`src/verilog/mps_pkg.sv`:
```
/*
  Constants for the multi-position sequencer: register map, field layout,
  reset values and timing figures.
  Assumes a 20 MHz system clock and 32-bit APB access.
*/
package mps_pkg;

  // Clock and timing
  localparam int unsigned CLK_HZ = 20_000_000;
  localparam int unsigned WAIT_UNIT_US = 1000;
  localparam int unsigned WAIT_UNIT_CYCLES = (CLK_HZ / 1_000_000) * WAIT_UNIT_US;

  // Table geometry
  localparam int unsigned ENTRY_COUNT = 16;
  localparam int unsigned IDX_W = 4;

  ////////////////////////////////////////////////////////////////////////////
  // Register byte addresses
  localparam logic [11:0] ADDR_CTRL = 12'h000;
  localparam logic [11:0] ADDR_WAIT = 12'h004;
  localparam logic [11:0] ADDR_STATUS = 12'h008;
  localparam logic [11:0] ADDR_INT_STATUS = 12'h00C;
  localparam logic [11:0] ADDR_INT_MASK = 12'h010;
  localparam logic [11:0] ADDR_POS_REF = 12'h014;
  localparam logic [11:0] ADDR_TABLE_BASE = 12'h100;
  localparam logic [3:0] TABLE_BASE_HI = 4'h1;
  localparam logic [1:0] TWORD_DISP = 2'h0;
  localparam logic [1:0] TWORD_SPEED = 2'h1;
  localparam logic [1:0] TWORD_RAMP = 2'h2;

  ////////////////////////////////////////////////////////////////////////////
  // CTRL field positions
  localparam int unsigned CTRL_SRC_LSB = 0;
  localparam int unsigned CTRL_MODE_LSB = 2;
  localparam int unsigned CTRL_CMODE_LSB = 4;
  localparam int unsigned CTRL_FIRST_LSB = 8;
  localparam int unsigned CTRL_LAST_LSB = 12;
  localparam int unsigned CTRL_NOWAIT_BIT = 16;
  localparam int unsigned CTRL_OFFRAMP_BIT = 17;
  localparam int unsigned CTRL_POL_LSB = 20;
  localparam logic [31:0] CTRL_RESET = 32'h0000F000;
  localparam logic [31:0] CTRL_MASK = 32'h00F3FF3F;
  localparam logic [31:0] WAIT_RESET = 32'h00000000;

  // Field values
  localparam logic [1:0] SRC_MULTI = 2'h1;
  localparam logic [1:0] CMODE_POSITION = 2'h0;
  localparam logic [1:0] RUN_INDIVIDUAL = 2'h0;
  localparam logic [1:0] RUN_CYCLIC = 2'h1;
  localparam logic [1:0] RUN_DI_SELECT = 2'h2;

  // Interrupt bits
  localparam int unsigned INT_MOVE_DONE = 0;
  localparam int unsigned INT_CYCLE_DONE = 1;
  localparam int unsigned INT_STOP_DONE = 2;
  localparam int unsigned INT_W = 3;

  typedef enum logic [2:0] {
    ST_IDLE,
    ST_MOVE,
    ST_ABORT,
    ST_OFF_STOP,
    ST_WAIT
  } mps_state_type;

endpackage : mps_pkg

```
`src/verilog/mps_profile.sv`:
```
/*
  Trapezoidal move generator: ramps speed toward a limit, decelerates
  symmetrically to end exactly on the distance, supports hold, ramped
  stop and immediate stop.
  Assumes inputs synchronous to clk_i; dist_i and vmax_i valid with start_i.
*/
`timescale 1ns/10ps
`default_nettype none
module mps_profile (
  input wire logic clk_i,          // System clock
  input wire logic sys_rst_i,      // Synchronous reset, active high
  input wire logic start_i,        // Begin a new move
  input wire logic [31:0] dist_i,  // Move distance magnitude
  input wire logic [15:0] vmax_i,  // Speed limit per cycle
  input wire logic [15:0] ramp_i,  // Cycles per speed unit change, less one
  input wire logic hold_i,         // Freeze planning
  input wire logic soft_stop_i,    // Ramp down and abandon
  input wire logic hard_stop_i,    // Stop at once
  output logic [15:0] step_o,      // Distance issued this cycle
  output logic busy_o,             // Move in progress
  output logic done_o              // One-cycle pulse at rest
);

  logic [31:0] remain_reg, remain_next;
  logic [31:0] accdist_reg, accdist_next;
  logic [15:0] speed_reg, speed_next;
  logic [15:0] ramp_cnt_reg, ramp_cnt_next;
  logic [15:0] step_next, vlim;
  logic stopping_reg, tick, decel, ends;

  assign vlim = (vmax_i == 16'h0000) ? 16'h0001 : vmax_i;
  assign busy_o = ~(remain_reg == 32'h00000000 && speed_reg == 16'h0000) | start_i;

  // Accelerate, cruise, then decelerate once remaining distance falls to or below ramp-up distance
  always_comb begin
    tick = (ramp_cnt_reg >= ramp_i);
    ramp_cnt_next = tick ? 16'h0000 : ramp_cnt_reg + 16'h0001;
    decel = stopping_reg || (remain_reg <= accdist_reg);
    speed_next = speed_reg;
    if (tick) begin
      if (decel) begin
        if (speed_reg > 16'h0001 || (stopping_reg && speed_reg != 16'h0000)) begin
          speed_next = speed_reg - 16'h0001;
        end
      end else if (speed_reg < vlim) begin
        speed_next = speed_reg + 16'h0001;
      end
    end
    if (!stopping_reg && speed_next == 16'h0000 && remain_reg != 32'h00000000) begin
      speed_next = 16'h0001;
    end
    step_next = ({16'h0000, speed_reg} > remain_reg) ? remain_reg[15:0] : speed_reg;
    remain_next = remain_reg - {16'h0000, step_next};
    accdist_next = (!decel && speed_reg < vlim) ? accdist_reg + {16'h0000, step_next}
                                                : accdist_reg;
    ends = stopping_reg ? (speed_reg == 16'h0000) : (remain_next == 32'h00000000);
  end

  always_ff @(posedge clk_i) begin
    if (sys_rst_i || hard_stop_i) begin
      remain_reg <= 32'h00000000;
      accdist_reg <= 32'h00000000;
      speed_reg <= 16'h0000;
      ramp_cnt_reg <= 16'h0000;
      stopping_reg <= 1'b0;
      step_o <= 16'h0000;
      done_o <= hard_stop_i & ~sys_rst_i;
    end else if (start_i) begin
      remain_reg <= dist_i;
      accdist_reg <= 32'h00000000;
      speed_reg <= 16'h0000;
      ramp_cnt_reg <= 16'h0000;
      stopping_reg <= 1'b0;
      step_o <= 16'h0000;
      done_o <= (dist_i == 32'h00000000);
    end else if (busy_o && !hold_i) begin
      ramp_cnt_reg <= ramp_cnt_next;
      accdist_reg <= accdist_next;
      stopping_reg <= stopping_reg | soft_stop_i;
      step_o <= step_next;
      done_o <= ends;
      remain_reg <= (ends && stopping_reg) ? 32'h00000000 : remain_next;
      speed_reg <= ends ? 16'h0000 : speed_next;
    end else begin
      step_o <= 16'h0000;
      done_o <= 1'b0;
      stopping_reg <= stopping_reg & busy_o;
    end
  end

endmodule : mps_profile
`default_nettype wire

```
`src/verilog/mps_sequencer.sv`:
```
/*
  Multi-position sequencer: 16-entry move table, run modes, wait timing,
  stop handling, in-position flag, APB register file and interrupt.
  Assumes APB master on clk_i, digital inputs already synchronous.
*/
`timescale 1ns/10ps
`default_nettype none
// How it works
// - Sixteen entries: distance, speed, ramp each
// - Drive reference only when source selects multi
// - Programmable wait between moves, switch mode
// - Individual mode stops after one cycle
// - Advance to next entry automatically
// - Trigger is a level, held while running
// - In-position flag set at each target except a no-wait advance
// - Enable loss: abandon, stop, flag set
// - Energize loss while moving: configured stop, flag cleared
// - Pause input freezes planning
// - Cycle runs first to last group index
// - Cyclic mode restarts after each cycle
// - Cyclic repeats while trigger stays active
// - DI-select mode picks entry from inputs
// - Active only in position control mode
module mps_sequencer
  import mps_pkg::*;
#(
  parameter int unsigned WAIT_TICK_CYCLES = WAIT_UNIT_CYCLES
) (
  input wire logic clk_i,                 // System clock, 20 MHz
  input wire logic sys_rst_i,             // Synchronous reset, active high
  input wire logic psel_i,                // APB select
  input wire logic penable_i,             // APB enable
  input wire logic pwrite_i,              // APB write
  input wire logic [11:0] paddr_i,        // APB byte address
  input wire logic [31:0] pwdata_i,       // APB write data
  output logic [31:0] prdata_o,           // APB read data
  output logic pready_o,                  // APB ready
  output logic pslverr_o,                 // APB error on unmapped address
  input wire logic multi_enable_i,        // Multi-position enable, active high
  input wire logic motion_plan_trigger_i, // Planning trigger level
  input wire logic plan_pause_i,          // Planning pause level
  input wire logic energize_i,            // Drive energize command
  input wire logic [3:0] ref_select_i,    // ref_select_bit0..ref_select_bit3 raw
  output logic in_position_flag_o,        // Positioning complete
  output logic ref_valid_o,               // Reference owned by sequencer
  output logic [15:0] step_o,             // Signed-free step magnitude
  output logic step_dir_o,                // Step direction, 1 is negative
  output logic [31:0] pos_ref_o,          // Accumulated position reference
  output logic [IDX_W-1:0] entry_o,       // Active entry index
  output logic irq_o                      // Level interrupt
);

  if (WAIT_TICK_CYCLES < 1) begin : g_chk
    $error("WAIT_TICK_CYCLES must be at least 1");
  end

  ////////////////////////////////////////////////////////////////////////////
  // Registers and table
  logic [31:0] ctrl_reg;
  logic [31:0] wait_reg;
  logic [INT_W-1:0] int_status_reg, int_mask_reg, int_set;
  logic [31:0] disp_mem [ENTRY_COUNT];
  logic [15:0] speed_mem [ENTRY_COUNT];
  logic [15:0] ramp_mem [ENTRY_COUNT];

  logic [1:0] ref_source_select, multi_run_mode_select, control_mode_select;
  logic [IDX_W-1:0] first_group_index, last_group_index;
  logic [3:0] ref_select_pol;
  logic no_wait, off_ramp;

  assign ref_source_select = ctrl_reg[CTRL_SRC_LSB +: 2];
  assign multi_run_mode_select = ctrl_reg[CTRL_MODE_LSB +: 2];
  assign control_mode_select = ctrl_reg[CTRL_CMODE_LSB +: 2];
  assign first_group_index = ctrl_reg[CTRL_FIRST_LSB +: IDX_W];
  assign last_group_index = ctrl_reg[CTRL_LAST_LSB +: IDX_W];
  assign no_wait = ctrl_reg[CTRL_NOWAIT_BIT];
  assign off_ramp = ctrl_reg[CTRL_OFFRAMP_BIT];
  assign ref_select_pol = ctrl_reg[CTRL_POL_LSB +: 4];

  logic apb_acc, apb_wr, apb_rd, tbl_hit, addr_ok;
  logic [IDX_W-1:0] tbl_idx;
  logic [1:0] tbl_word;

  assign apb_acc = psel_i & penable_i;
  assign apb_wr = apb_acc & pwrite_i;
  assign apb_rd = apb_acc & ~pwrite_i;
  assign tbl_hit = (paddr_i[11:8] == TABLE_BASE_HI) && (paddr_i[3:2] != 2'h3);
  assign tbl_idx = paddr_i[7:4];
  assign tbl_word = paddr_i[3:2];
  assign pready_o = 1'b1;

  always_comb begin
    addr_ok = tbl_hit && (paddr_i[1:0] == 2'h0);
    case (paddr_i)
      ADDR_CTRL, ADDR_WAIT, ADDR_STATUS, ADDR_INT_STATUS,
      ADDR_INT_MASK, ADDR_POS_REF: addr_ok = 1'b1;
      default: ;
    endcase
  end
  assign pslverr_o = apb_acc & ~addr_ok;

  ////////////////////////////////////////////////////////////////////////////
  // Sequencer state
  mps_state_type state_reg, state_next;
  logic [IDX_W-1:0] idx_reg, idx_next;
  logic in_pos_reg, rearm_reg, dir_reg;
  logic [31:0] pos_reg;
  logic [31:0] tick_cnt_reg;
  logic [15:0] wait_cnt_reg;
  logic op_active, go, prof_start, soft_stop, hard_stop;
  logic prof_busy, prof_done, wait_done;
  logic adv_start, adv_rearm, adv_cycle;
  mps_state_type adv_state;
  logic [IDX_W-1:0] adv_idx, di_idx, start_idx;
  logic [15:0] prof_step;
  logic [31:0] sel_disp, dist_mag;

  assign op_active = (ref_source_select == SRC_MULTI)
                   && (control_mode_select == CMODE_POSITION);
  assign go = op_active && multi_enable_i && energize_i
            && motion_plan_trigger_i;
  assign di_idx = ref_select_i ^ ref_select_pol;

  // Where to go when one move and its wait are over
  always_comb begin
    adv_state = ST_IDLE;
    adv_idx = idx_reg;
    adv_start = 1'b0;
    adv_rearm = 1'b0;
    adv_cycle = 1'b0;
    if (multi_run_mode_select == RUN_DI_SELECT) begin
      adv_rearm = 1'b1;
    end else if (idx_reg == last_group_index) begin
      adv_cycle = 1'b1;
      if (multi_run_mode_select == RUN_CYCLIC && go) begin
        adv_state = ST_MOVE;
        adv_idx = first_group_index;
        adv_start = 1'b1;
      end else begin
        adv_rearm = (multi_run_mode_select == RUN_INDIVIDUAL);
      end
    end else if (go) begin
      adv_state = ST_MOVE;
      adv_idx = idx_reg + 4'h1;
      adv_start = 1'b1;
    end
  end

  always_comb begin
    state_next = state_reg;
    idx_next = idx_reg;
    prof_start = 1'b0;
    soft_stop = 1'b0;
    hard_stop = 1'b0;
    case (state_reg)
      ST_IDLE: begin
        if (go && !rearm_reg) begin
          state_next = ST_MOVE;
          idx_next = (multi_run_mode_select == RUN_DI_SELECT) ? di_idx
                                                              : first_group_index;
          prof_start = 1'b1;
        end
      end
      ST_MOVE: begin
        if (!energize_i) begin
          state_next = ST_OFF_STOP;
          soft_stop = off_ramp;
          hard_stop = ~off_ramp;
        end else if (!multi_enable_i || !op_active) begin
          state_next = ST_ABORT;
          soft_stop = 1'b1;
        end else if (prof_done) begin
          if (no_wait) begin
            state_next = adv_state;
            idx_next = adv_idx;
            prof_start = adv_start;
          end else begin
            state_next = ST_WAIT;
          end
        end
      end
      ST_ABORT: begin
        // Held so a stop requested while paused is not lost
        soft_stop = 1'b1;
        if (!energize_i) begin
          hard_stop = ~off_ramp;
          state_next = ST_OFF_STOP;
        end else if (!prof_busy) begin
          state_next = ST_IDLE;
        end
      end
      ST_OFF_STOP: begin
        soft_stop = off_ramp;
        if (!prof_busy) begin
          state_next = ST_IDLE;
        end
      end
      ST_WAIT: begin
        if (!energize_i || !multi_enable_i || !op_active) begin
          state_next = ST_IDLE;
        end else if (wait_done) begin
          state_next = adv_state;
          idx_next = adv_idx;
          prof_start = adv_start;
        end
      end
      default: state_next = ST_IDLE;
    endcase
  end

  always_ff @(posedge clk_i) begin
    if (sys_rst_i) begin
      state_reg <= ST_IDLE;
      idx_reg <= 4'h0;
    end else begin
      state_reg <= state_next;
      idx_reg <= idx_next;
    end
  end

  ////////////////////////////////////////////////////////////////////////////
  // Move profile
  assign start_idx = idx_next;
  assign sel_disp = disp_mem[start_idx];
  assign dist_mag = sel_disp[31] ? (32'h00000000 - sel_disp) : sel_disp;

  mps_profile u_profile (
    .clk_i(clk_i),
    .sys_rst_i(sys_rst_i),
    .start_i(prof_start),
    .dist_i(dist_mag),
    .vmax_i(speed_mem[start_idx]),
    .ramp_i(ramp_mem[start_idx]),
    .hold_i(plan_pause_i),
    .soft_stop_i(soft_stop),
    .hard_stop_i(hard_stop),
    .step_o(prof_step),
    .busy_o(prof_busy),
    .done_o(prof_done)
  );

  always_ff @(posedge clk_i) begin
    if (sys_rst_i) begin
      dir_reg <= 1'b0;
      pos_reg <= 32'h00000000;
    end else begin
      if (prof_start) begin
        dir_reg <= sel_disp[31];
      end
      if (dir_reg) begin
        pos_reg <= pos_reg - {16'h0000, prof_step};
      end else begin
        pos_reg <= pos_reg + {16'h0000, prof_step};
      end
    end
  end

  assign step_o = prof_step;
  assign step_dir_o = dir_reg;
  assign pos_ref_o = pos_reg;
  assign entry_o = idx_reg;
  assign ref_valid_o = op_active;

  ////////////////////////////////////////////////////////////////////////////
  // Wait timer, frozen by pause
  always_ff @(posedge clk_i) begin
    if (sys_rst_i || state_reg != ST_WAIT) begin
      tick_cnt_reg <= 32'h00000000;
      wait_cnt_reg <= 16'h0000;
    end else if (!plan_pause_i && !wait_done) begin
      if (tick_cnt_reg >= WAIT_TICK_CYCLES - 1) begin
        tick_cnt_reg <= 32'h00000000;
        wait_cnt_reg <= wait_cnt_reg + 16'h0001;
      end else begin
        tick_cnt_reg <= tick_cnt_reg + 32'h00000001;
      end
    end
  end
  assign wait_done = (wait_cnt_reg >= wait_reg[15:0]) && !plan_pause_i;

  ////////////////////////////////////////////////////////////////////////////
  // In-position flag and rearm latch
  always_ff @(posedge clk_i) begin
    if (sys_rst_i) begin
      in_pos_reg <= 1'b0;
    end else if (prof_start) begin
      in_pos_reg <= 1'b0;
    end else if (state_reg == ST_MOVE && prof_done && energize_i && multi_enable_i) begin
      in_pos_reg <= 1'b1;
    end else if (state_reg == ST_ABORT && !prof_busy) begin
      in_pos_reg <= 1'b1;
    end else if (state_reg == ST_OFF_STOP && !prof_busy) begin
      in_pos_reg <= 1'b0;
    end
  end
  assign in_position_flag_o = in_pos_reg;

  always_ff @(posedge clk_i) begin
    if (sys_rst_i || !motion_plan_trigger_i) begin
      rearm_reg <= 1'b0;
    end else if ((state_reg == ST_MOVE && prof_done && no_wait) ||
                 (state_reg == ST_WAIT && wait_done)) begin
      rearm_reg <= rearm_reg | adv_rearm;
    end
  end

  ////////////////////////////////////////////////////////////////////////////
  // Register writes, table and interrupts
  always_ff @(posedge clk_i) begin
    if (sys_rst_i) begin
      ctrl_reg <= CTRL_RESET;
      wait_reg <= WAIT_RESET;
      int_mask_reg <= '0;
    end else if (apb_wr) begin
      case (paddr_i)
        ADDR_CTRL: ctrl_reg <= pwdata_i & CTRL_MASK;
        ADDR_WAIT: wait_reg <= {16'h0000, pwdata_i[15:0]};
        ADDR_INT_MASK: int_mask_reg <= pwdata_i[INT_W-1:0];
        default: ;
      endcase
    end
  end

  always_ff @(posedge clk_i) begin
    if (sys_rst_i) begin
      for (int i = 0; i < ENTRY_COUNT; i++) begin
        disp_mem[i] <= 32'h00000000;
        speed_mem[i] <= 16'h0000;
        ramp_mem[i] <= 16'h0000;
      end
    end else if (apb_wr && addr_ok && tbl_hit) begin
      case (tbl_word)
        TWORD_DISP: disp_mem[tbl_idx] <= pwdata_i;
        TWORD_SPEED: speed_mem[tbl_idx] <= pwdata_i[15:0];
        TWORD_RAMP: ramp_mem[tbl_idx] <= pwdata_i[15:0];
        default: ;
      endcase
    end
  end

  always_comb begin
    int_set = '0;
    int_set[INT_MOVE_DONE] = (state_reg == ST_MOVE) && prof_done && energize_i;
    int_set[INT_CYCLE_DONE] = ((state_reg == ST_MOVE && prof_done && no_wait) ||
                               (state_reg == ST_WAIT && wait_done)) && adv_cycle;
    int_set[INT_STOP_DONE] = (state_reg == ST_ABORT || state_reg == ST_OFF_STOP)
                           && !prof_busy;
  end

  // Read clears, a same-cycle event survives
  always_ff @(posedge clk_i) begin
    if (sys_rst_i) begin
      int_status_reg <= '0;
    end else if (apb_rd && paddr_i == ADDR_INT_STATUS) begin
      int_status_reg <= int_set;
    end else begin
      int_status_reg <= int_status_reg | int_set;
    end
  end
  assign irq_o = |(int_status_reg & int_mask_reg);

  always_comb begin
    prdata_o = 32'h00000000;
    if (tbl_hit) begin
      case (tbl_word)
        TWORD_DISP: prdata_o = disp_mem[tbl_idx];
        TWORD_SPEED: prdata_o = {16'h0000, speed_mem[tbl_idx]};
        TWORD_RAMP: prdata_o = {16'h0000, ramp_mem[tbl_idx]};
        default: ;
      endcase
    end else begin
      case (paddr_i)
        ADDR_CTRL: prdata_o = ctrl_reg;
        ADDR_WAIT: prdata_o = wait_reg;
        ADDR_STATUS: prdata_o = {20'h00000, op_active, 3'h0, idx_reg,
                                 1'b0, prof_busy, state_reg != ST_IDLE, in_pos_reg};
        ADDR_INT_STATUS: prdata_o = {29'h00000000, int_status_reg};
        ADDR_INT_MASK: prdata_o = {29'h00000000, int_mask_reg};
        ADDR_POS_REF: prdata_o = pos_reg;
        default: ;
      endcase
    end
  end

endmodule : mps_sequencer
`default_nettype wire

```
`config.mk`:
```
export PLATFORM = sky130hd
export DESIGN_NAME = mps_sequencer
export DESIGN_NICKNAME = d
export VERILOG_FILES = /design/src/verilog/mps_pkg.sv /design/src/verilog/mps_profile.sv /design/src/verilog/mps_sequencer.sv
export SDC_FILE = /design/constraint.sdc
export NUM_CORES = 2
export LEC_CHECK = 0
export ABC_AREA = 1
export BUFFER_PORTS_ARGS = -buffer_cell sky130_fd_sc_hd__buf_2
export CORE_MARGIN = 4
export CORE_UTILIZATION = 30
export CTS_BUF_LIST = sky130_fd_sc_hd__clkbuf_4 sky130_fd_sc_hd__clkbuf_8
export CTS_CLUSTER_SIZE = 16
export DETAILED_ROUTE_END_ITERATION = 16
export HOLD_SLACK_MARGIN = 0.05
export PLACE_DENSITY_LB_ADDON = 0.05
export SYNTH_ARGS = -nofsm -noshare
export SYNTH_HDL_FRONTEND = slang
export SYNTH_SLANG_ARGS = --single-unit
export TNS_END_PERCENT = 5
```
`constraint.sdc`:
```
create_clock -name clk_i -period 15.24 [get_ports clk_i]
set_input_delay 0.762 -clock clk_i [delete_from_list [all_inputs] [get_ports clk_i]]
set_output_delay 0.762 -clock clk_i [all_outputs]
set_load 0.005 [all_outputs]
```
==> flow_summary.ini <==
[grt]
grt_pass1_wl_um = 480000
gr-total-overflow = 0
grtUsageTotal = 0.266
grt_antenna_before_repair = 19
grt_max_degree = 178
grt_pass1_vias = 62700

[setup_path]
crit_path_top_delay_cell = buf_4
crit_required_ns = 16.21
endpoint_kind = flop
r2r_setup_slack_ns = 6.20
arrival_ns = 10.01
cpPeakStageDelay_ns = 0.86
crit_path_frequent_cell = nand2_1
cp_max_fo = 83
crit_type = reg2reg
startpoint_type = flop

[detailed_routing]
wire_per_inst_um = 28.9
routed-wl-met3_um = 21300
drc = 0
final_antenna_net_count = 0
totalWireLength_um = 343000
drt_iter0_markers = 6796
wl_met2_um = 157000
drtPass1Iterations = 9
vias_per_cell = 5.55
wl_met1_um = 149000
top_layer_used = met5
vias = 65800

[place]
gp_congestion = 0.879
hpwlAfterDp_um = 213000
port-buffer-count = 145
place_area_um2 = 75600

[cts]
clk_pin_slew_worst_paths_ns = 0.06
cts_buffers = 274
cts.path.max_buffers = 4
cts.htree.levels = 5
tritoncts = built
insertion_delay_ns = 1.04
cts-root-buf = clkbuf_8
cts.sinks = 1270

[final_layout]
multi_input_area_um2 = 30700
largest_register = disp_mem
area_delta_synth_final_pct = 12.3
fillers = 24900
seq_area_um2 = 35700
fin_nets = 8742
layout_commonest_cell = nor2_1
reg_top3 = disp_mem x512, ramp_mem x256, speed_mem x256
final_cell_mix = nor2_1 (1597), nand2_1 (1071), edfxtp_1 (1024)
final_area_um2 = 80800
largest_reg_flops = 512
drive_above_1_share = 0.101

[timing]
min_period_ns = 9.04
fin_crit_sh = 0.593
rsz0062_at_grt = false
fmax_ghz = 0.111
tns_ns = 0
setup_violations = 0
finClkSkew_ns = 0.0742
slew_headroom = 0.194
finalHoldViolCount = 0
tightest_slew_ns = 1.19
hold_slack_ns = 0.144
slew_violations = 0

[synth]
ys_types = 75
synth_simple_gate_area_frac = 0.221
yosys_warnings = 0
synth_cells = 8554
synth-seq-cells = 1270
synthFlopType = edfxtp_1
ys_seq_area_frac = 0.496
synth-adder-area-share = 0.0300
synth_xor_area_frac = 0.0113
syn_avg_cell_area_um2 = 8.41
ys_async_sr_fraction = 0
synth_edf_count = 1024
muxShareOfSynthArea = 0.000139
synth_compound_area_frac = 0.160
syn_nets = 8782
syn-cell-area_um2 = 72000
synth_top_family_by_area = simple AND/OR/NAND/NOR gates

[power_and_ir_drop]
power.total_w = 0.0168
p_leak_nw = 31.9
p_per_area_nw_per_um2 = 208
peakVddDrop_uv = 259

[floorplanning]
die_h_um = 498
die_w_um = 498
ios = 147
coreArea_um2 = 238000
initial_utilization = 0.302
rows = 179
die_area_um2 = 248000

[hold_path]
hold_class = in2reg

[status]
outcome = complete, no violations

[run]
cap_violations = 0
where the power goes:
part / internal [W] / total, W / switching, W
Clock: 0.00204 / 0.00370 / 0.00166
Combinational: 0.00241 / 0.00890 / 0.00650
Sequential: 0.00398 / 0.00419 / 0.000211
final cells by class:
class | instances | share of cell area
clock buffer | 383 | 0.0582
inverter | 827 | 0.0387
timing repair buffer | 326 | 0.0272
tap | 3167 | 0.0490
sequential | 1270 | 0.441
clock inverter | 72 | 0.00537
antenna | 9 | 0.000279
multi-input combinational | 5815 | 0.380
kinds of logic after synthesis:
kind of cell    Yosys count
compound gates         1771
xor+xnor                 92
mux                       1
other cells               1
simple gates           3779
flops                  1270
buf+inv                1469
fa+ha+maj               171
metal layers:
layer,vias to the layer above,GRT usage
met5,-,0
met2,2838,0.431
met3,688,0.0339
li1,29700,-
met1,32600,0.360
met4,2,0.110
final timing paths:
check | from | endpoint | depth (start not counted)
worst max register to register | wait_reg[15] | u_profile.accdist_reg[31] | 39
worst min-delay path | pwdata_i[4] | wait_reg[4] | 3
worst min register to register | tick_cnt_reg[24] | tick_cnt_reg[24] | 2
worst max-delay path | wait_reg[15] | u_profile.accdist_reg[31] | 39
cell usage after synthesis, types with 19 or more instances:
master | n | share of area
or2_2 | 19 | 0.0017
xor2_1 | 60 | 0.0073
nor4_1 | 30 | 0.0026
clkbuf_1 | 499 | 0.026
nand3b_1 | 54 | 0.0056
a21oi_1 | 311 | 0.022
o311ai_0 | 50 | 0.0061
a211oi_1 | 38 | 0.0040
inv_1 | 795 | 0.041
o31ai_1 | 36 | 0.0038
buf_1 | 42 | 0.0022
ha_1 | 168 | 0.029
o22ai_1 | 47 | 0.0041
a221oi_1 | 24 | 0.0029
buf_2 | 59 | 0.0041
nand3_1 | 745 | 0.052
nor2_1 | 1606 | 0.084
nor3_1 | 113 | 0.0079
nand2_1 | 1108 | 0.058
buf_4 | 23 | 0.0024
a22oi_1 | 175 | 0.018
edfxtp_1 | 1024 | 0.43
o221ai_1 | 91 | 0.011
nand4_1 | 56 | 0.0049
o211ai_1 | 252 | 0.026
o311ai_1 | 36 | 0.0044
a31oi_1 | 32 | 0.0028
xnor2_1 | 31 | 0.0038
o21ai_1 | 49 | 0.0034
o21a_1 | 27 | 0.0028
dfxtp_1 | 246 | 0.068
a22o_1 | 60 | 0.0073
o21ai_0 | 480 | 0.033
critical path: cells and delay by family, from the launching register on:
kind	cells	cell delay, ns
AOI/OAI and AO/OA	3	0.54
and+or+nand+nor	26	5.00
adders and majority gates	2	0.54
DFF	1	0.33
buffers and inverters	8	2.33
through the flow:
step	worst slack, ns	instances	util
after global placement	6.12	11400	0.317
final	6.20	11900	0.339
after detailed placement	6.13	11400	0.317
after CTS	6.38	11900	0.339
after floorplan	8.61	8554	-
after global routing	5.35	11900	0.339
timing repair:
action | in CTS | in global routing
endpoints found under the setup margin | 0 | 0
gates resized for setup | 0 | 0
hold buffers | 2 | 0
endpoints found under the hold margin | 2 | 0
setup buffers | 0 | 0
No activity file was read; power rests on OpenSTA's default activity.
